$ cat src/verilog/self_test_consts.svh
`ifndef SELF_TEST_CONSTS_SVH
`define SELF_TEST_CONSTS_SVH
// Behaviour
// - At power-on the checks run by themselves, with no command needed.
// - Power-on checks run in a fixed order, then success or error is shown.
// - Work memory check failure shows no text and sounds the bell.
// - Screen memory check reports code 0, 1 or 2 on line 2.
// - Program store checksum mismatch is reported on line 4.
// - Keyboard check reports code 0 for link, 1 for interrupts, line 6.
// - Commands arrive as ESC [ 4 ; selector ; count y from keyboard or host.
// - Count sets repetitions; zero or omitted runs forever; above 256 means 255.
// - Selectors 20 to 26 each run one single test.
// - Selector 0 runs a combined set; 2, 3, 6, 7 run port tests.
// - Commanded tests blink a notice, show OK, or stop with an end notice.
// - Modem port loopback reports codes 0, 1, 2 on line 8.
// - Serial printer loopback reports codes 0 to 3 on line 10.
// - Current loop loopback reports codes 0, 1, 2 on line 16.
// - Printer fails on line 14 without ack in 10 s or busy clear in 60 s.
// - Control-line test drives each output on and off and checks line 12.
// - Control-line codes: 0/1 speed, 2/3 set-ready, 4/6 clear, 5/7 carrier.
// - Settings store mismatch is reported on line 2.
// - Display pattern test shows neither error nor success message.
`define REG_CMD 4'h0
`define REG_STATUS 4'h4
`define REG_LOOPS 4'h8
`define CLK_HZ 250000000
`define ACK_WAIT_S 10
`define BUSY_WAIT_S 60
`define BLINK_MS 500
`define STROBE_NS 1000
`define SETTLE_US 10
`define LINE_NONE 5'd0
`define LINE_RFM 5'd2
`define LINE_ROM 5'd4
`define LINE_KBD 5'd6
`define LINE_EIA 5'd8
`define LINE_SPR 5'd10
`define LINE_SIG 5'd12
`define LINE_PPR 5'd14
`define LINE_CLP 5'd16
`define LINE_SET 5'd2
`define MASK_POWERON 11'h00f
`define MASK_SEL0 11'h1fc
`define MASK_SEL1 11'h00e
`define MASK_DSP 11'h400
`define CNT_LIMIT 12'd256
`define CNT_CLAMP 9'd255
`define CH_ESC 8'h1b
`define CH_BRACKET 8'h5b
`define CH_FOUR 8'h34
`define CH_SEMI 8'h3b
`define CH_FINAL 8'h79
`define CH_ZERO 8'h30
`define PRT_MSG 32'h4f4b0d0a
`endif

$ cat src/verilog/self_test_pkg.sv
package self_test_pkg;
  typedef enum logic [3:0] {
    T_RAM = 4'h0, T_RFM = 4'h1, T_ROM = 4'h2, T_KBD = 4'h3, T_EIA = 4'h4, T_SPR = 4'h5,
    T_SIG = 4'h6, T_PPR = 4'h7, T_CLP = 4'h8, T_SET = 4'h9, T_DSP = 4'ha
  } test_id_t;
  typedef enum logic [3:0] {
    SQ_IDLE = 4'h0, SQ_PICK = 4'h1, SQ_ENGINE = 4'h2, SQ_SIG = 4'h3,
    SQ_STB = 4'h4, SQ_ACK = 4'h5, SQ_BUSY = 4'h6
  } seq_state_t;
  typedef enum logic [2:0] {
    PR_IDLE = 3'h0, PR_ESC = 3'h1, PR_CSI = 3'h2, PR_FOUR = 3'h3, PR_SEL = 3'h4, PR_CNT = 3'h5
  } parse_state_t;
  typedef struct packed {logic start; test_id_t id;} engine_req_t;
  typedef struct packed {logic done; logic fail; logic [2:0] code;} engine_rsp_t;
  typedef struct packed {logic speedSel; logic termReady; logic reqSend;} modem_ctl_t;
  typedef struct packed {logic speedInd; logic setReady; logic clearSend; logic carrier;} modem_sense_t;
  typedef struct packed {logic strobe; logic [7:0] data;} printer_out_t;
  typedef struct packed {
    logic running; test_id_t test; logic [2:0] code; logic [4:0] line;
    logic showErr; logic showOk; logic showEnd; logic bell; logic blink;
  } display_status_t;
endpackage

$ cat src/verilog/pin_sync.sv
`timescale 1ns/100ps
`default_nettype none
module pin_sync #(
  parameter int W = 1
) (
  input wire logic ref_clk,
  input wire logic sys_rst,
  input wire logic [W-1:0] pinIn,
  output var logic [W-1:0] pinOut
);
  logic [W-1:0] stage_reg;

  always_ff @(posedge ref_clk) begin
    if (sys_rst) begin
      stage_reg <= '0;
      pinOut <= '0;
    end else begin
      stage_reg <= pinIn;
      pinOut <= stage_reg;
    end
  end
endmodule
`default_nettype wire

$ cat src/verilog/terminal_self_test_sequencer.sv
// The AXI4-Lite interface to the registers and the address map were chosen for this implementation.
`timescale 1ns/100ps
`default_nettype none
`include "self_test_consts.svh"
module terminal_self_test_sequencer #(
  parameter logic [33:0] ACK_CYC = 34'(64'(`ACK_WAIT_S) * 64'(`CLK_HZ)),
  parameter logic [33:0] BUSY_CYC = 34'(64'(`BUSY_WAIT_S) * 64'(`CLK_HZ)),
  parameter logic [33:0] BLINK_CYC = 34'(64'(`BLINK_MS) * 64'(`CLK_HZ) / 64'd1000)
) (
  input wire logic ref_clk,
  input wire logic sys_rst,
  input wire logic [3:0] awaddr,
  input wire logic awvalid,
  output var logic awready,
  input wire logic [31:0] wdata,
  input wire logic [3:0] wstrb,
  input wire logic wvalid,
  output var logic wready,
  output var logic [1:0] bresp,
  output var logic bvalid,
  input wire logic bready,
  input wire logic [3:0] araddr,
  input wire logic arvalid,
  output var logic arready,
  output var logic [31:0] rdata,
  output var logic [1:0] rresp,
  output var logic rvalid,
  input wire logic rready,
  input wire logic kbdValid,
  input wire logic [7:0] kbdByte,
  output var self_test_pkg::engine_req_t engineReq,
  input wire self_test_pkg::engine_rsp_t engineRsp,
  output var self_test_pkg::modem_ctl_t modemCtl,
  input wire self_test_pkg::modem_sense_t modemSense,
  output var self_test_pkg::printer_out_t printerOut,
  input wire logic printerAck,
  input wire logic printerBusy,
  output var self_test_pkg::display_status_t status
);
  import self_test_pkg::*;

  localparam logic [33:0] STB_CYC = 34'((`STROBE_NS * (`CLK_HZ / 1000000) + 999) / 1000);
  localparam logic [33:0] SETTLE_CYC = 34'(`SETTLE_US * (`CLK_HZ / 1000000));

  // ==========================================================
  // Pin inputs
  logic [5:0] pinsSync;
  pin_sync #(.W(6)) u_pin_sync (
    .ref_clk(ref_clk),
    .sys_rst(sys_rst),
    .pinIn({modemSense, printerAck, printerBusy}),
    .pinOut(pinsSync)
  );
  wire speedIndIn = pinsSync[5];
  wire dsr = pinsSync[4];
  wire cts = pinsSync[3];
  wire rlsd = pinsSync[2];
  wire ackIn = pinsSync[1];
  wire busyIn = pinsSync[0];

  // ==========================================================
  // Register bus
  logic awHeld_reg, wHeld_reg, hostPending_reg;
  logic [3:0] awAddr_reg;
  logic [31:0] wData_reg;
  logic [3:0] wStrb_reg;
  logic [7:0] hostByte_reg;
  wire awTake = awvalid & awready;
  wire wTake = wvalid & wready;
  wire [3:0] wrAddr = {awAddr_reg[3:2], 2'b00};
  wire [3:0] rdAddr = {araddr[3:2], 2'b00};
  wire wrCmd = wrAddr == `REG_CMD;
  wire wrMapped = wrCmd | (wrAddr == `REG_STATUS) | (wrAddr == `REG_LOOPS);
  wire doWrite = awHeld_reg & wHeld_reg & ~bvalid & ~(wrCmd & hostPending_reg);
  wire awHeld_next = (awHeld_reg | awTake) & ~doWrite;
  wire wHeld_next = (wHeld_reg | wTake) & ~doWrite;
  wire arTake = arvalid & arready;
  wire rvalid_next = (rvalid & ~rready) | arTake;
  wire hostTaken = hostPending_reg & ~kbdValid;
  wire rdMapped = (rdAddr == `REG_CMD) | (rdAddr == `REG_STATUS) | (rdAddr == `REG_LOOPS);

  logic [8:0] loops_reg;
  logic forever_reg, commanded_reg;
  logic [31:0] rdWord;
  always_comb begin
    rdWord = 32'h0;
    if (rdAddr == `REG_STATUS) begin
      rdWord = {12'h0, status.running, status.test, status.code, status.line, status.showErr,
                status.showOk, status.showEnd, commanded_reg, forever_reg, status.blink, 1'b0};
    end else if (rdAddr == `REG_LOOPS) begin
      rdWord = {22'h0, hostPending_reg, loops_reg};
    end
  end

  always_ff @(posedge ref_clk) begin
    if (sys_rst) begin
      awHeld_reg <= 1'b0;
      wHeld_reg <= 1'b0;
      awAddr_reg <= 4'h0;
      wData_reg <= 32'h0;
      wStrb_reg <= 4'h0;
      awready <= 1'b0;
      wready <= 1'b0;
      bvalid <= 1'b0;
      bresp <= 2'b00;
      arready <= 1'b0;
      rvalid <= 1'b0;
      rresp <= 2'b00;
      rdata <= 32'h0;
      hostPending_reg <= 1'b0;
      hostByte_reg <= 8'h0;
    end else begin
      awHeld_reg <= awHeld_next;
      wHeld_reg <= wHeld_next;
      awready <= ~awHeld_next;
      wready <= ~wHeld_next;
      if (awTake) awAddr_reg <= awaddr;
      if (wTake) wData_reg <= wdata;
      if (wTake) wStrb_reg <= wstrb;
      if (doWrite) bresp <= wrMapped ? 2'b00 : 2'b10;
      bvalid <= (bvalid & ~bready) | doWrite;
      arready <= ~rvalid_next;
      rvalid <= rvalid_next;
      if (arTake) rdata <= rdWord;
      if (arTake) rresp <= rdMapped ? 2'b00 : 2'b10;
      // A host byte written while one is still queued waits in the write path.
      if (doWrite && wrCmd && wStrb_reg[0]) begin
        hostByte_reg <= wData_reg[7:0];
        hostPending_reg <= 1'b1;
      end else if (hostTaken) begin
        hostPending_reg <= 1'b0;
      end
    end
  end

  // ==========================================================
  // Command parser
  parse_state_t parse_reg, parse_next;
  logic [7:0] selAcc_reg, selAcc_next;
  logic [11:0] cntAcc_reg, cntAcc_next;
  logic cmdIssue_reg, cmdIssue_next;
  wire chValid = kbdValid | hostPending_reg;
  wire [7:0] ch = kbdValid ? kbdByte : hostByte_reg;
  wire isDigit = (ch >= `CH_ZERO) && (ch <= `CH_ZERO + 8'd9);
  wire [7:0] digit = ch - `CH_ZERO;

  always_comb begin
    parse_next = parse_reg;
    selAcc_next = selAcc_reg;
    cntAcc_next = cntAcc_reg;
    cmdIssue_next = 1'b0;
    if (chValid) begin
      parse_next = (ch == `CH_ESC) ? PR_ESC : PR_IDLE;
      case (parse_reg)
        PR_ESC: if (ch == `CH_BRACKET) parse_next = PR_CSI;
        PR_CSI: if (ch == `CH_FOUR) parse_next = PR_FOUR;
        PR_FOUR: begin
          if (ch == `CH_SEMI) parse_next = PR_SEL;
          selAcc_next = 8'h0;
          cntAcc_next = 12'h0;
        end
        PR_SEL: begin
          if (isDigit) begin
            parse_next = PR_SEL;
            selAcc_next = (selAcc_reg > 8'd24) ? 8'hff : 8'(selAcc_reg * 8'd10 + digit);
          end else if (ch == `CH_SEMI) begin
            parse_next = PR_CNT;
          end
          cmdIssue_next = ch == `CH_FINAL;
        end
        PR_CNT: begin
          if (isDigit) begin
            parse_next = PR_CNT;
            cntAcc_next = (cntAcc_reg > `CNT_LIMIT) ? cntAcc_reg : 12'(cntAcc_reg * 12'd10 + 12'(digit));
          end
          cmdIssue_next = ch == `CH_FINAL;
        end
        default: ;
      endcase
    end
  end

  always_ff @(posedge ref_clk) begin
    if (sys_rst) begin
      parse_reg <= PR_IDLE;
      selAcc_reg <= 8'h0;
      cntAcc_reg <= 12'h0;
      cmdIssue_reg <= 1'b0;
    end else begin
      parse_reg <= parse_next;
      selAcc_reg <= selAcc_next;
      cntAcc_reg <= cntAcc_next;
      cmdIssue_reg <= cmdIssue_next;
    end
  end

  logic [10:0] cmdMask;
  always_comb begin
    case (selAcc_reg)
      8'd0: cmdMask = `MASK_SEL0;
      8'd1: cmdMask = `MASK_SEL1;
      8'd2: cmdMask = 11'h001 << T_EIA;
      8'd3: cmdMask = 11'h001 << T_SPR;
      8'd6: cmdMask = 11'h001 << T_SIG;
      8'd7: cmdMask = 11'h001 << T_CLP;
      8'd20: cmdMask = 11'h001 << T_PPR;
      8'd21: cmdMask = 11'h001 << T_KBD;
      8'd22: cmdMask = 11'h001 << T_ROM;
      8'd23: cmdMask = 11'h001 << T_RAM;
      8'd24: cmdMask = 11'h001 << T_RFM;
      8'd25: cmdMask = 11'h001 << T_SET;
      8'd26: cmdMask = `MASK_DSP;
      default: cmdMask = 11'h000;
    endcase
  end

  // ==========================================================
  // Sequencer
  seq_state_t seq_reg;
  logic autoPending_reg;
  logic [10:0] mask_reg, passMask_reg;
  logic [33:0] timer_reg;
  logic [2:0] step_reg;
  logic [1:0] byteIdx_reg;
  logic [33:0] blinkCnt_reg;

  wire launch = (seq_reg == SQ_IDLE) & (autoPending_reg | (cmdIssue_reg & (cmdMask != 11'h0)));
  wire [8:0] launchLoops = autoPending_reg ? 9'd1 :
                           (cntAcc_reg > `CNT_LIMIT) ? `CNT_CLAMP : cntAcc_reg[8:0];
  wire launchForever = ~autoPending_reg & (cntAcc_reg == 12'h0);

  logic [3:0] nextId;
  always_comb begin
    nextId = 4'hf;
    for (int i = 10; i >= 0; i--) begin
      if (mask_reg[i]) nextId = 4'(i);
    end
  end
  wire anyLeft = mask_reg != 11'h0;
  wire repeatPass = forever_reg | (loops_reg > 9'd1);

  logic [4:0] curLine;
  always_comb begin
    case (status.test)
      T_RFM: curLine = `LINE_RFM;
      T_ROM: curLine = `LINE_ROM;
      T_KBD: curLine = `LINE_KBD;
      T_EIA: curLine = `LINE_EIA;
      T_SPR: curLine = `LINE_SPR;
      T_SIG: curLine = `LINE_SIG;
      T_PPR: curLine = `LINE_PPR;
      T_CLP: curLine = `LINE_CLP;
      T_SET: curLine = `LINE_SET;
      default: curLine = `LINE_NONE;
    endcase
  end

  // Control-line steps: 0 speed on, 1 speed off, 2 ready on, 3 ready off, 4 rts off, 5 rts on.
  logic sigBad;
  logic [2:0] sigCode;
  always_comb begin
    sigBad = 1'b0;
    sigCode = 3'd0;
    case (step_reg)
      3'd0: begin sigBad = ~speedIndIn; sigCode = 3'd0; end
      3'd1: begin sigBad = speedIndIn; sigCode = 3'd1; end
      3'd2: begin sigBad = ~dsr; sigCode = 3'd2; end
      3'd3: begin sigBad = dsr; sigCode = 3'd3; end
      3'd4: begin sigBad = cts | rlsd; sigCode = cts ? 3'd4 : 3'd5; end
      3'd5: begin sigBad = ~cts | ~rlsd; sigCode = ~cts ? 3'd6 : 3'd7; end
      default: ;
    endcase
  end
  wire [2:0] step_next = step_reg + 3'd1;
  wire settled = timer_reg >= SETTLE_CYC - 34'd1;

  logic failNow;
  logic [2:0] failCode;
  always_comb begin
    failNow = 1'b0;
    failCode = 3'd0;
    case (seq_reg)
      SQ_ENGINE: begin failNow = engineRsp.done & engineRsp.fail; failCode = engineRsp.code; end
      SQ_SIG: begin failNow = settled & sigBad; failCode = sigCode; end
      SQ_ACK: failNow = ~ackIn & (timer_reg >= ACK_CYC - 34'd1);
      SQ_BUSY: failNow = busyIn & (timer_reg >= BUSY_CYC - 34'd1);
      default: ;
    endcase
  end

  always_ff @(posedge ref_clk) begin
    if (sys_rst) begin
      blinkCnt_reg <= 34'h0;
    end else begin
      blinkCnt_reg <= (blinkCnt_reg >= BLINK_CYC - 34'd1) ? 34'h0 : blinkCnt_reg + 34'd1;
    end
  end

  always_ff @(posedge ref_clk) begin
    if (sys_rst) begin
      seq_reg <= SQ_IDLE;
      autoPending_reg <= 1'b1;
      mask_reg <= 11'h0;
      passMask_reg <= 11'h0;
      loops_reg <= 9'd0;
      forever_reg <= 1'b0;
      commanded_reg <= 1'b0;
      timer_reg <= 34'h0;
      step_reg <= 3'd0;
      byteIdx_reg <= 2'd0;
      engineReq <= '0;
      modemCtl <= '0;
      printerOut <= '0;
      status <= '0;
    end else begin
      engineReq.start <= 1'b0;
      status.bell <= 1'b0;
      timer_reg <= timer_reg + 34'd1;
      if (seq_reg == SQ_IDLE || blinkCnt_reg != 34'h0) begin
        status.blink <= status.running & commanded_reg & (status.blink | (seq_reg == SQ_IDLE));
      end else begin
        status.blink <= commanded_reg & ~status.blink;
      end
      if (failNow) begin
        seq_reg <= SQ_IDLE;
        status.running <= 1'b0;
        status.code <= failCode;
        status.line <= curLine;
        status.showErr <= (status.test != T_RAM) && (status.test != T_DSP);
        status.bell <= status.test == T_RAM;
        status.showEnd <= commanded_reg;
        status.blink <= 1'b0;
        modemCtl <= '0;
        printerOut <= '0;
      end else begin
        case (seq_reg)
          SQ_IDLE: if (launch) begin
            autoPending_reg <= 1'b0;
            mask_reg <= autoPending_reg ? `MASK_POWERON : cmdMask;
            passMask_reg <= autoPending_reg ? `MASK_POWERON : cmdMask;
            loops_reg <= launchLoops;
            forever_reg <= launchForever;
            commanded_reg <= ~autoPending_reg;
            status <= '0;
            status.running <= 1'b1;
            seq_reg <= SQ_PICK;
          end
          SQ_PICK: begin
            timer_reg <= 34'h0;
            if (anyLeft) begin
              mask_reg[nextId] <= 1'b0;
              status.test <= test_id_t'(nextId);
              step_reg <= 3'd0;
              byteIdx_reg <= 2'd0;
              if (nextId == T_SIG) begin
                modemCtl <= 3'b100;
                seq_reg <= SQ_SIG;
              end else if (nextId == T_PPR) begin
                printerOut <= {1'b1, 8'(`PRT_MSG >> 24)};
                seq_reg <= SQ_STB;
              end else begin
                engineReq <= {1'b1, test_id_t'(nextId)};
                seq_reg <= SQ_ENGINE;
              end
            end else if (repeatPass) begin
              mask_reg <= passMask_reg;
              if (!forever_reg) loops_reg <= loops_reg - 9'd1;
            end else begin
              seq_reg <= SQ_IDLE;
              status.running <= 1'b0;
              status.showOk <= passMask_reg != `MASK_DSP;
              loops_reg <= 9'd0;
            end
          end
          SQ_ENGINE: if (engineRsp.done) seq_reg <= SQ_PICK;
          SQ_SIG: if (settled) begin
            timer_reg <= 34'h0;
            step_reg <= step_next;
            case (step_reg)
              3'd0: modemCtl <= 3'b000;
              3'd1: modemCtl <= 3'b010;
              3'd2: modemCtl <= 3'b000;
              3'd3: modemCtl <= 3'b000;
              3'd4: modemCtl <= 3'b001;
              default: begin
                modemCtl <= 3'b000;
                seq_reg <= SQ_PICK;
              end
            endcase
          end
          SQ_STB: if (timer_reg >= STB_CYC - 34'd1) begin
            printerOut.strobe <= 1'b0;
            timer_reg <= 34'h0;
            seq_reg <= SQ_ACK;
          end
          SQ_ACK: if (ackIn) begin
            timer_reg <= 34'h0;
            seq_reg <= SQ_BUSY;
          end
          SQ_BUSY: if (!busyIn) begin
            timer_reg <= 34'h0;
            byteIdx_reg <= byteIdx_reg + 2'd1;
            if (byteIdx_reg == 2'd3) begin
              seq_reg <= SQ_PICK;
            end else begin
              printerOut <= {1'b1, 8'(`PRT_MSG >> (8'd16 - {byteIdx_reg, 3'b000}))};
              seq_reg <= SQ_STB;
            end
          end
          default: seq_reg <= SQ_IDLE;
        endcase
      end
    end
  end
endmodule
`default_nettype wire

$ cat config.mk
export PLATFORM = sky130hd
export DESIGN_NAME = terminal_self_test_sequencer
export DESIGN_NICKNAME = d
export VERILOG_FILES = /design/src/verilog/self_test_pkg.sv /design/src/verilog/pin_sync.sv /design/src/verilog/terminal_self_test_sequencer.sv
export VERILOG_INCLUDE_DIRS = /design/src /design/src/verilog
export SDC_FILE = /design/constraint.sdc
export NUM_CORES = 1
export LEC_CHECK = 0
export BUFFER_PORTS_ARGS = -buffer_cell sky130_fd_sc_hd__buf_2
export CAP_MARGIN = 20
export CORE_ASPECT_RATIO = 1.1
export CORE_MARGIN = 2
export CORE_UTILIZATION = 64
export CTS_CLUSTER_SIZE = 25
export DETAILED_ROUTE_END_ITERATION = 7
export PLACE_DENSITY = 0.95
export SETUP_SLACK_MARGIN = 0.02
export SLEW_MARGIN = 20
export SYNTH_ARGS = -nofsm -noshare
export SYNTH_HDL_FRONTEND = slang
export SYNTH_SLANG_ARGS = --single-unit
export TNS_END_PERCENT = 5
$ cat constraint.sdc
create_clock -name ref_clk -period 8.6 [get_ports ref_clk]
set_input_delay 0.43 -clock ref_clk [delete_from_list [all_inputs] [get_ports ref_clk]]
set_output_delay 0.43 -clock ref_clk [all_outputs]
set_load 0.005 [all_outputs]
==> results.cfg, run 1 <==
[die]
ioPinCount = 147
fp.coreArea_um2 = 19200
die_ar_um2 = 20800
initial_standard_cell_utilization_of_the_core = 0.656
die_h_um = 151
fp.dieW_um = 138
row_count = 53

[timing]
final_max_tran_viols = 0
layout_worst_path_cycle_share = 0.390
max_freq_ghz = 0.298
worst_slew_pin_slew_ns = 1.05
finalHoldViolations = 0
max_slew_margin = 0.297
setup-violations-final = 0
min_period_ns = 3.35
worst_slack_ns = 5.25
total_negative_setup_slacks_ns = 0
rsz_0062_raised_after_global_routing = no
skew_ns = 0.0150

[place]
placement.io_buffers = 97
post-place-ws_ns = 4.96
detailedPlacementHpwl_um = 21200
finalWeightedCongestion = 0.917
dpl_cell_area_um2 = 13100

[cells_and_area]
antennaDiodeCount = 0
post_route_cells_drive_above_1_share = 0.124
num-fill-cells = 1276
final_core_utilization = 0.730
finalInstanceArea_um2 = 14000
area_growth_pct = 11.3
layout.cells.most_common_list = sky130_fd_sc_hd__dfxtp_1 (241), sky130_fd_sc_hd__nor2_1 (175), sky130_fd_sc_hd__nand2_1 (131), sky130_fd_sc_hd__a21oi_1 (96), sky130_fd_sc_hd__buf_2 (96)
finish.net_count = 1708
mostFrequentLayoutCell = sky130_fd_sc_hd__dfxtp_1

[clock_network]
cts_repair_resize_count = 0
cts-root-buf = sky130_fd_sc_hd__clkbuf_16
numCtsBuffers = 25
clkLatencyLatePin_ns = 0.54
worst_setup_hold_path_clk_slew_ns = 0.07
clock_tree.htree_level_count = 1
cts-hold-fix-buffers = 0
postCtsSetupRepairBufs = 0
tritoncts_clock_tree = done
clockBufferDepth = 3
tritoncts_num_sinks = 241

[detailed_routing]
vias_per_cell = 6.26
via_count = 11500
top_signal_layer_used = met4
drc = 0
final_antenna_net_count = 0
routed_wl_um = 31300
route.met2.wl_um = 15600
drt_first_pass_iters = 6
detailroute.wirelength.met3_um = 2120
first_iter_violations = 1344
wl_per_cell_um = 17.0
wirelength_met1_um = 12400

[grt]
grt_max_degree = 89
grt.overflow.total = 0
grt_pass1_vias = 11100
grt_pass1_wl_um = 52200
grt.total_usage = 0.302
initial_antenna_violation_count = 0

[power]
vdd_ir_drop_max_mv = 0.208
combinational_power_share = 0.255
p_total_uw = 3440
switching_share_of_power = 0.338
p_seq_frac = 0.394
powerDensity_nw_per_um2 = 246
leakage_uw = 0.00574
internal_power_uw = 2280
clock_power_share = 0.351
switching_power_uw = 1160

[min_path]
min_from = modemSense[2]
hold_path_depth = 2
whs_endpoint = u_pin_sync.stage_reg[4]
hold_path.class = in2reg

[logic_synthesis]
synth.ff_latch_count = 241
ys_top_cells_by_area = sky130_fd_sc_hd__dfxtp_1 (38%), sky130_fd_sc_hd__ha_1 (5.8%), sky130_fd_sc_hd__nor2_1 (5.2%)
synth_top_area_cell = sky130_fd_sc_hd__dfxtp_1
combinational_family_with_the_most_area_after_synthesis = simple AND/OR/NAND/NOR gates
yosysUniqueCellTypes = 91
yosys.area_share.xor_xnor = 0.0540
synth_top_flop_cell = sky130_fd_sc_hd__dfxtp_1
synthesis.area_um2 = 12600
synth_compound_gate_area_share = 0.168
synth_mux_area_frac = 0.0231
ys_seq_area_frac = 0.384
post_synthesis_share_of_cell_area_spent_on_full_adders_half_adders_and_majority_gates = 0.0641
syn_area_per_cell_um2 = 8.32
synth_async_sr_flop_share = 0
synth_enable_flop_cells = 0
post_synth_and_or_nand_nor_area_fraction = 0.254
synth.yosys.warnings = 0
netlist.area_leader.share = 0.384
syn_inst = 1511

[outcome]
run_status = complete, no violations

[worst_setup_path]
terminus_of_the_critical_flop_to_flop_path = cntAcc_reg[11]
worstSetupStartpointType = flop
rrSetupSlack_ns = 5.25
timing.critical_path.mode_cell = sky130_fd_sc_hd__ha_1
critPathMaxFanout = 6
timing.critical_path.arrival_ns = 3.81
critPathTopFamily = adder cells
critical_path.max_stage_delay_ns = 0.49
timing.critical_path.cells = ha_1 > ha_1 > inv_1 > fa_1 > inv_1 > ha_1 > nand2_1 > o21ai_0 > o21ai_0 > nand4b_1 > xnor3_1 > nand3_1 > a21oi_1
crit_type = reg2reg
cp.required_ns = 9.06
worst_path_max_delay_cell = sky130_fd_sc_hd__fa_1
kind_of_end_point_of_the_critical_path = flop
worst_r2r_startpoint = cntAcc_reg[1]
ff2ff_path_depth = 13
cp_num_buf_inv = 2

[run]
number_of_maximum_capacitance_violations = 0
## cells in the mapped netlist, types with 8 or more instances
master,number
sky130_fd_sc_hd__dfxtp_1,241
sky130_fd_sc_hd__nor2_1,175
sky130_fd_sc_hd__nand2_1,131
sky130_fd_sc_hd__a21oi_1,96
sky130_fd_sc_hd__nor3_1,73
sky130_fd_sc_hd__nand3_1,67
sky130_fd_sc_hd__o21ai_0,64
sky130_fd_sc_hd__ha_1,58
sky130_fd_sc_hd__inv_1,57
sky130_fd_sc_hd__clkbuf_1,55
sky130_fd_sc_hd__xor2_1,38
sky130_fd_sc_hd__xnor2_1,37
sky130_fd_sc_hd__and3_1,27
sky130_fd_sc_hd__nor2b_1,27
sky130_fd_sc_hd__a22oi_1,25
sky130_fd_sc_hd__buf_4,21
sky130_fd_sc_hd__mux2i_1,20
sky130_fd_sc_hd__nor4_1,19
sky130_fd_sc_hd__nand4_1,17
sky130_fd_sc_hd__a211oi_1,16
sky130_fd_sc_hd__nand2b_1,16
sky130_fd_sc_hd__or3_1,13
sky130_fd_sc_hd__a221oi_1,10
sky130_fd_sc_hd__and2_1,10
sky130_fd_sc_hd__nor2_2,10
sky130_fd_sc_hd__a21o_1,9
sky130_fd_sc_hd__mux2_2,8
sky130_fd_sc_hd__nand3b_1,8
sky130_fd_sc_hd__o211ai_1,8
## logic make-up after synthesis
| group | after synthesis |
|---|---|
| buf+inv | 147 |
| flops | 241 |
| simple gates | 640 |
| mux | 28 |
| compound gates | 316 |
| other cells | 1 |
| xor+xnor | 76 |
| fa+ha+maj | 62 |
## worst max-delay path by stage
stage,start,end,depth (start not counted)
floorplan,kbdValid,flop,14
global placement,kbdValid,flop,14
detailed placement,kbdValid,flop,14
CTS,cntAcc_reg[1],cntAcc_reg[11],13
global route,mask_reg[0],loops_reg[5],7
finish,cntAcc_reg[1],cntAcc_reg[11],13
## power groups by stage
stage / combinational, uW / sequential, uW / clock (uW)
3_3_place_gp: 809 / 1360 / 0
5_1_grt: 976 / 1370 / 1250
6_report: 877 / 1350 / 1210
2_1_floorplan: 659 / 1320 / 0
4_1_cts: 850 / 1350 / 1210
3_5_place_dp: 837 / 1370 / 0
## per-stage QoR
stage / std cells / hold slack (ns)
floorplan: 1535 / 0.414
global placement: 1795 / 0.423
finish: 1841 / 0.110
CTS: 1841 / 0.103
global route: 1841 / 0.133
detailed placement: 1795 / 0.424
## layer usage
metal / vias up / global-route usage
met4: 0 / 0.139
met2: 515 / 0.530
met3: 106 / 0.0445
met5: - / 0
li1: 5481 / -
met1: 5426 / 0.363
## layout make-up
class	instances	area (um2)	area share
Clock inverter	17	258	0.0184
Multi-Input combinational cell	1147	7200	0.514
Inverter	57	214	0.0153
Sequential cell	241	4820	0.345
Timing Repair Buffer	103	533	0.0381
Clock buffer	29	661	0.0472
Tap cell	247	309	0.0221
Power figures use the tool's default switching activity.
==> inputs of run 2 (changes only) <==
--- a/config.mk
+++ b/config.mk
@@ -10,10 +10,10 @@
 export CAP_MARGIN = 20
 export CORE_ASPECT_RATIO = 1.1
 export CORE_MARGIN = 2
-export CORE_UTILIZATION = 64
+export CORE_UTILIZATION = 59
 export CTS_CLUSTER_SIZE = 25
 export DETAILED_ROUTE_END_ITERATION = 7
-export PLACE_DENSITY = 0.95
+export PLACE_DENSITY = 0.9
 export SETUP_SLACK_MARGIN = 0.02
 export SLEW_MARGIN = 20
 export SYNTH_ARGS = -nofsm -noshare
==> constraint.sdc (replaced) <==
create_clock -name ref_clk -period 3.2 [get_ports ref_clk]
set_input_delay 0.16 -clock ref_clk [delete_from_list [all_inputs] [get_ports ref_clk]]
set_output_delay 0.16 -clock ref_clk [all_outputs]
set_load 0.005 [all_outputs]
==> run 2 against run 1 <==
Utilization fell by 4.6 points. Clock-buffer cell count rose by 4. Combinational power rose to 3.0 times the previous value. Flip-flop and latch count did not move. Die area rose by 8.2%. Fmax rose by 8.3%. Register-to-register slack got worse by 5.1 ns. Critical endpoint unchanged.
==> results.cfg, run 2 (same netlist as run 1, synthesis figures left out) <==
[outcome]
run_status = complete, no violations

[die]
fp.coreArea_um2 = 21100
die_h_um = 157
row_count = 56
die_ar_um2 = 22500
initial_standard_cell_utilization_of_the_core = 0.596
fp.dieW_um = 143
ioPinCount = 147

[detailed_routing]
final_antenna_net_count = 0
wl_per_cell_um = 16.8
drt_first_pass_iters = 5
via_count = 11800
first_iter_violations = 1089
vias_per_cell = 6.12
routed_wl_um = 32500
drc = 0

[clock_network]
tritoncts_num_sinks = 241
postCtsSetupRepairBufs = 0
cts-root-buf = sky130_fd_sc_hd__clkbuf_16
clkLatencyLatePin_ns = 0.51
tritoncts_clock_tree = done
clock_tree.htree_level_count = 1
numCtsBuffers = 25
worst_setup_hold_path_clk_slew_ns = 0.06
clockBufferDepth = 3

[worst_setup_path]
critPathLaunch = cntAcc_reg[2]
timing.critical_path.cells = ha_1 > ha_1 > a21o_1 > a211oi_2 > a21oi_1 > ha_1 > or3_1 > o21ai_1 > nand4b_1 > xnor3_1 > nand3_1 > a21oi_1
crit_type = reg2reg
critical_path.max_stage_delay_ns = 0.39
worstSetupStartpointType = flop
kind_of_end_point_of_the_critical_path = flop
critPathMaxFanout = 5
timing.critical_path.arrival_ns = 3.48
critPathTopFamily = adder cells
cp_num_buf_inv = 0
worst_r2r_startpoint = cntAcc_reg[2]
cp.required_ns = 3.58
worst_path_max_delay_cell = sky130_fd_sc_hd__xnor3_1
timing.critical_path.mode_cell = sky130_fd_sc_hd__ha_1

[cells_and_area]
layout.cells.most_common_list = sky130_fd_sc_hd__dfxtp_1 (239), sky130_fd_sc_hd__nor2_1 (175), sky130_fd_sc_hd__nand2_1 (131), sky130_fd_sc_hd__a21oi_1 (96), sky130_fd_sc_hd__buf_2 (96)
post_route_cells_drive_above_1_share = 0.139
mostFrequentLayoutCell = sky130_fd_sc_hd__dfxtp_1
area_growth_pct = 14.8
antennaDiodeCount = 0
post_layout_nonfiller_instances = 1933
finish.net_count = 1758
finalInstanceArea_um2 = 14400

[place]
placed_cells = 1865
finalWeightedCongestion = 0.910
dpl_cell_area_um2 = 13300
placement.io_buffers = 97
detailedPlacementHpwl_um = 22100

[grt]
grt_pass1_vias = 11400
grt_max_degree = 71
grt_pass1_wl_um = 53100
grt.overflow.total = 0
initial_antenna_violation_count = 0
grt.total_usage = 0.282

[power]
vdd_ir_drop_max_mv = 0.386
p_seq_frac = 0.392
clock_power_share = 0.325
combinational_power_share = 0.283
switching_power_uw = 3130
internal_power_uw = 6040
leakage_uw = 0.00594
powerDensity_nw_per_um2 = 635
switching_share_of_power = 0.341

[timing]
rsz_0062_raised_after_global_routing = yes
max_slew_margin = 0.342
layout_worst_path_cycle_share = 0.968
min_period_ns = 3.10
setup-violations-final = 0
max_freq_ghz = 0.323
skew_ns = 0.0114
worst_slew_pin_slew_ns = 0.986
final_max_tran_viols = 0
finalHoldViolations = 0

[min_path]
min_from = engineRsp[1]
hold_path.class = in2reg

[run]
number_of_maximum_capacitance_violations = 0
-- run 2: cell count changes in the layout (fill, tap and decap cells not counted), moves of 4 or more --
cell and delta:
sky130_fd_sc_hd__bufinv_16 -4, sky130_fd_sc_hd__buf_4 +26, sky130_fd_sc_hd__clkbuf_8 +5, sky130_fd_sc_hd__dlygate4sd3_1 +23
-- run 2: path summary, 6_finish.rpt --
path	end	slack [ns]	depth (start not counted)
worst max-delay path	cntAcc_reg[11]	0.10	12
worst min-delay path	status[11]	0.02	3
worst max register to register	cntAcc_reg[11]	0.10	12
worst min register to register	wData_reg[0]	0.46	2
-- run 2: area by class of cell --
class | instances | area (um2)
sequential | 241 | 4830
fill | 1580 | 6660
clock buffer | 33 | 726
clock inverter | 12 | 126
inverter | 57 | 214
tap | 290 | 363
multi-input combinational | 1147 | 7200
timing repair buffer | 153 | 978
-- run 2: power by group through the flow --
stage / Clock, uW / Sequential, uW / Combinational, uW
after floorplan: 0 / 3560 / 1770
after global placement: 0 / 3630 / 2380
after detailed placement: 0 / 3640 / 2450
after CTS: 3000 / 3580 / 2520
after global routing: 3130 / 3630 / 2840
final: 2980 / 3600 / 2590
-- run 2: metrics by stage --
| stage | power [uW] | hold slack [ns] | util | setup slack (ns) | setup TNS [ns] |
|---|---|---|---|---|---|
| 6_report | 9170 | 0.0182 | 0.684 | 0.104 | 0 |
| 5_1_grt | 9600 | 0.0172 | 0.684 | -0.0381 | -0.0741 |
| 4_1_cts | 9110 | 0.00603 | 0.683 | 0.106 | 0 |
| 3_5_place_dp | 6090 | 0.377 | 0.632 | 0.121 | 0 |
| 3_3_place_gp | 6010 | 0.370 | 0.632 | 0.212 | 0 |
| 2_1_floorplan | 5330 | 0.237 | - | 0.0916 | 0 |
-- run 2: worst min-delay path: cells and delay by family --
kind,cells,cell delay [ns]
buffers and inverters,1,0.08
multiplexers,1,0.14
AO/OA/AOI/OAI,1,0.10
-- run 2: what timing repair did --
| item | 4_1_cts | 5_1_grt |
|---|---|---|
| endpoints found under the setup margin | 0 | 6 |
| hold endpoints to repair | 21 | 0 |
| hold buffers | 23 | 0 |
| gates resized for setup | 0 | 8 |
-- run 2: layer usage --
metal / part of all wire / wire [um] / GRT usage
met5: 0 / 0 / 0
met1: 0.41 / 13300 / 0.346
met2: 0.49 / 15800 / 0.489
met3: 0.064 / 2080 / 0.0383
met4: 0.041 / 1340 / 0.132
==> inputs of run 3 (changes only) <==
--- a/config.mk
+++ b/config.mk
@@ -10,10 +10,11 @@
 export CAP_MARGIN = 20
 export CORE_ASPECT_RATIO = 1.1
 export CORE_MARGIN = 2
-export CORE_UTILIZATION = 59
+export CORE_UTILIZATION = 61
+export CTS_BUF_LIST = sky130_fd_sc_hd__clkbuf_4 sky130_fd_sc_hd__clkbuf_8
 export CTS_CLUSTER_SIZE = 25
 export DETAILED_ROUTE_END_ITERATION = 7
-export PLACE_DENSITY = 0.9
+export PLACE_DENSITY = 0.92
 export SETUP_SLACK_MARGIN = 0.02
 export SLEW_MARGIN = 20
 export SYNTH_ARGS = -nofsm -noshare
==> run 3 against run 2 <==
The flow now finishes with violations (design-rule violations). Clock skew up 0.043 ns. Via count grew 1.9%. Clock power is 8.7% higher. Largest power group unchanged. Sequential share of layout area fell by 0.20 points. Routed wire length grew 4.4%. Fmax increased by 0.77%. Critical path depth rose by 1.
==> results.cfg, run 3 (same netlist as run 1, synthesis figures left out) <==
[place]
placed_cells = 1833
placement.io_buffers = 97
detailedPlacementHpwl_um = 22100
finalWeightedCongestion = 0.904

[power]
vdd_ir_drop_max_mv = 0.364
powerDensity_nw_per_um2 = 654
leakage_uw = 0.00604

[worst_setup_path]
rrSetupSlack_ns = 0.13
cp.required_ns = 3.65
crit_type = reg2reg
timing.critical_path.arrival_ns = 3.52
critPathMaxFanout = 5
kind_of_end_point_of_the_critical_path = flop
worstSetupStartpointType = flop

[grt]
grt.total_usage = 0.302
grt_pass1_vias = 11700
met2_usage = 0.537
gr-usage-met3 = 0.0570
grt_pass1_wl_um = 55200
grt.overflow.total = 0
initial_antenna_violation_count = 0
grt_use_met1 = 0.347
gr-max-usage-layer = met2
grt_max_degree = 64

[die]
die_h_um = 155
fp.coreArea_um2 = 20400
die_ar_um2 = 21800
initial_standard_cell_utilization_of_the_core = 0.617
fp.dieW_um = 141
ioPinCount = 147
row_count = 55

[cells_and_area]
final_core_utilization = 0.713
post_layout_nonfiller_instances = 1928
finish.net_count = 1778
layout.cells.most_common_list = sky130_fd_sc_hd__dfxtp_1 (240), sky130_fd_sc_hd__nor2_1 (175), sky130_fd_sc_hd__nand2_1 (131), sky130_fd_sc_hd__a21oi_1 (96), sky130_fd_sc_hd__buf_2 (96)
antennaDiodeCount = 0
mostFrequentLayoutCell = sky130_fd_sc_hd__dfxtp_1
post_route_cells_drive_above_1_share = 0.150
area_growth_pct = 15.5

[detailed_routing]
routed_wl_um = 34000
wl_per_cell_um = 17.6
first_iter_violations = 1284
drc = 1
vias_per_cell = 6.25
final_antenna_net_count = 0
via_count = 12100
drt_first_pass_iters = 8

[timing]
max_slew_margin = 0.336
finalHoldViolations = 0
min_period_ns = 3.07
final_max_tran_viols = 0
max_freq_ghz = 0.325
total_negative_setup_slacks_ns = 0
whs_ns = 0.0238
skew_ns = 0.0546
rsz_0062_raised_after_global_routing = yes
layout_worst_path_cycle_share = 0.960
worst_slew_pin_slew_ns = 0.994
setup-violations-final = 0

[min_path]
hold_path.class = in2reg

[clock_network]
clkLatencyLatePin_ns = 0.57
tritoncts_num_sinks = 241
worst_setup_hold_path_clk_slew_ns = 0.07
cts-root-buf = sky130_fd_sc_hd__clkbuf_8
clockBufferDepth = 3
numCtsBuffers = 39
clock_tree.htree_level_count = 2
tritoncts_clock_tree = done

[run]
number_of_maximum_capacitance_violations = 0

[outcome]
failed_checks = design-rule violations
run_status = finished with violations
-- run 3: worst paths after layout --
| kind | startpoint | to | depth (start not counted) |
|---|---|---|---|
| worst min register to register | wData_reg[5] | wData_reg[5] | 2 |
| worst min-delay path | sys_rst | loops_reg[8] | 2 |
| worst max-delay path | hostByte_reg[4] | flop | 13 |
| worst max register to register | hostByte_reg[4] | flop | 13 |
-- run 3: per-layer routing --
layer | wire length, um | vias up
met1 | 12800 | 5634
met5 | 0 | -
met4 | 1590 | 0
met2 | 16900 | 664
met3 | 2700 | 154
li1 | - | 5602
-- run 3: worst max-delay path, cell delays in order (launching register included) --
cell and delay (ns):
sky130_fd_sc_hd__dfxtp_1 0.31, sky130_fd_sc_hd__mux2_2 0.31, sky130_fd_sc_hd__ha_1 0.27, sky130_fd_sc_hd__o31ai_1 0.10
sky130_fd_sc_hd__a21oi_1 0.10, sky130_fd_sc_hd__o41a_1 0.44, sky130_fd_sc_hd__or2_2 0.35, sky130_fd_sc_hd__a22oi_1 0.30
sky130_fd_sc_hd__or2_2 0.22, sky130_fd_sc_hd__inv_1 0.09, sky130_fd_sc_hd__ha_1 0.20, sky130_fd_sc_hd__inv_1 0.06
sky130_fd_sc_hd__a2bb2oi_1 0.16, sky130_fd_sc_hd__nor2_1 0.05
-- run 3: timing repair --
action	CTS	global route
hold endpoints to repair	23	0
hold buffers	27	0
setup buffers	0	0
gates resized for setup	0	3
endpoints found under the setup margin	0	2
-- run 3: area by class of cell --
type,instances,area [um2]
clock inverters,14,263
clock buffers,54,681
inverters,57,214
well taps,256,320
repair buffers,159,1030
multi-input cells,1147,7180
flip-flops and latches,241,4830
fillers,1393,5850
-- run 3: per-stage QoR --
stage / total power, uW / instance area (um2) / setup slack, ns
6_report: 9500 / 14500 / 0.128
5_1_grt: 9890 / 14500 / 0.0198
4_1_cts: 9370 / 14500 / 0.0984
3_5_place_dp: 6100 / 13300 / 0.117
3_3_place_gp: 6000 / 13300 / 0.187
2_1_floorplan: 5330 / 12700 / 0.0916
-- run 3: where the power goes --
part           internal (uW)  leakage, uW  switching, uW  total (uW)
registers               3290      0.00196            324        3610
logic                    989      0.00359           1660        2650
clock network           1950     0.000489           1280        3240
total                   6230      0.00604           3270        9500
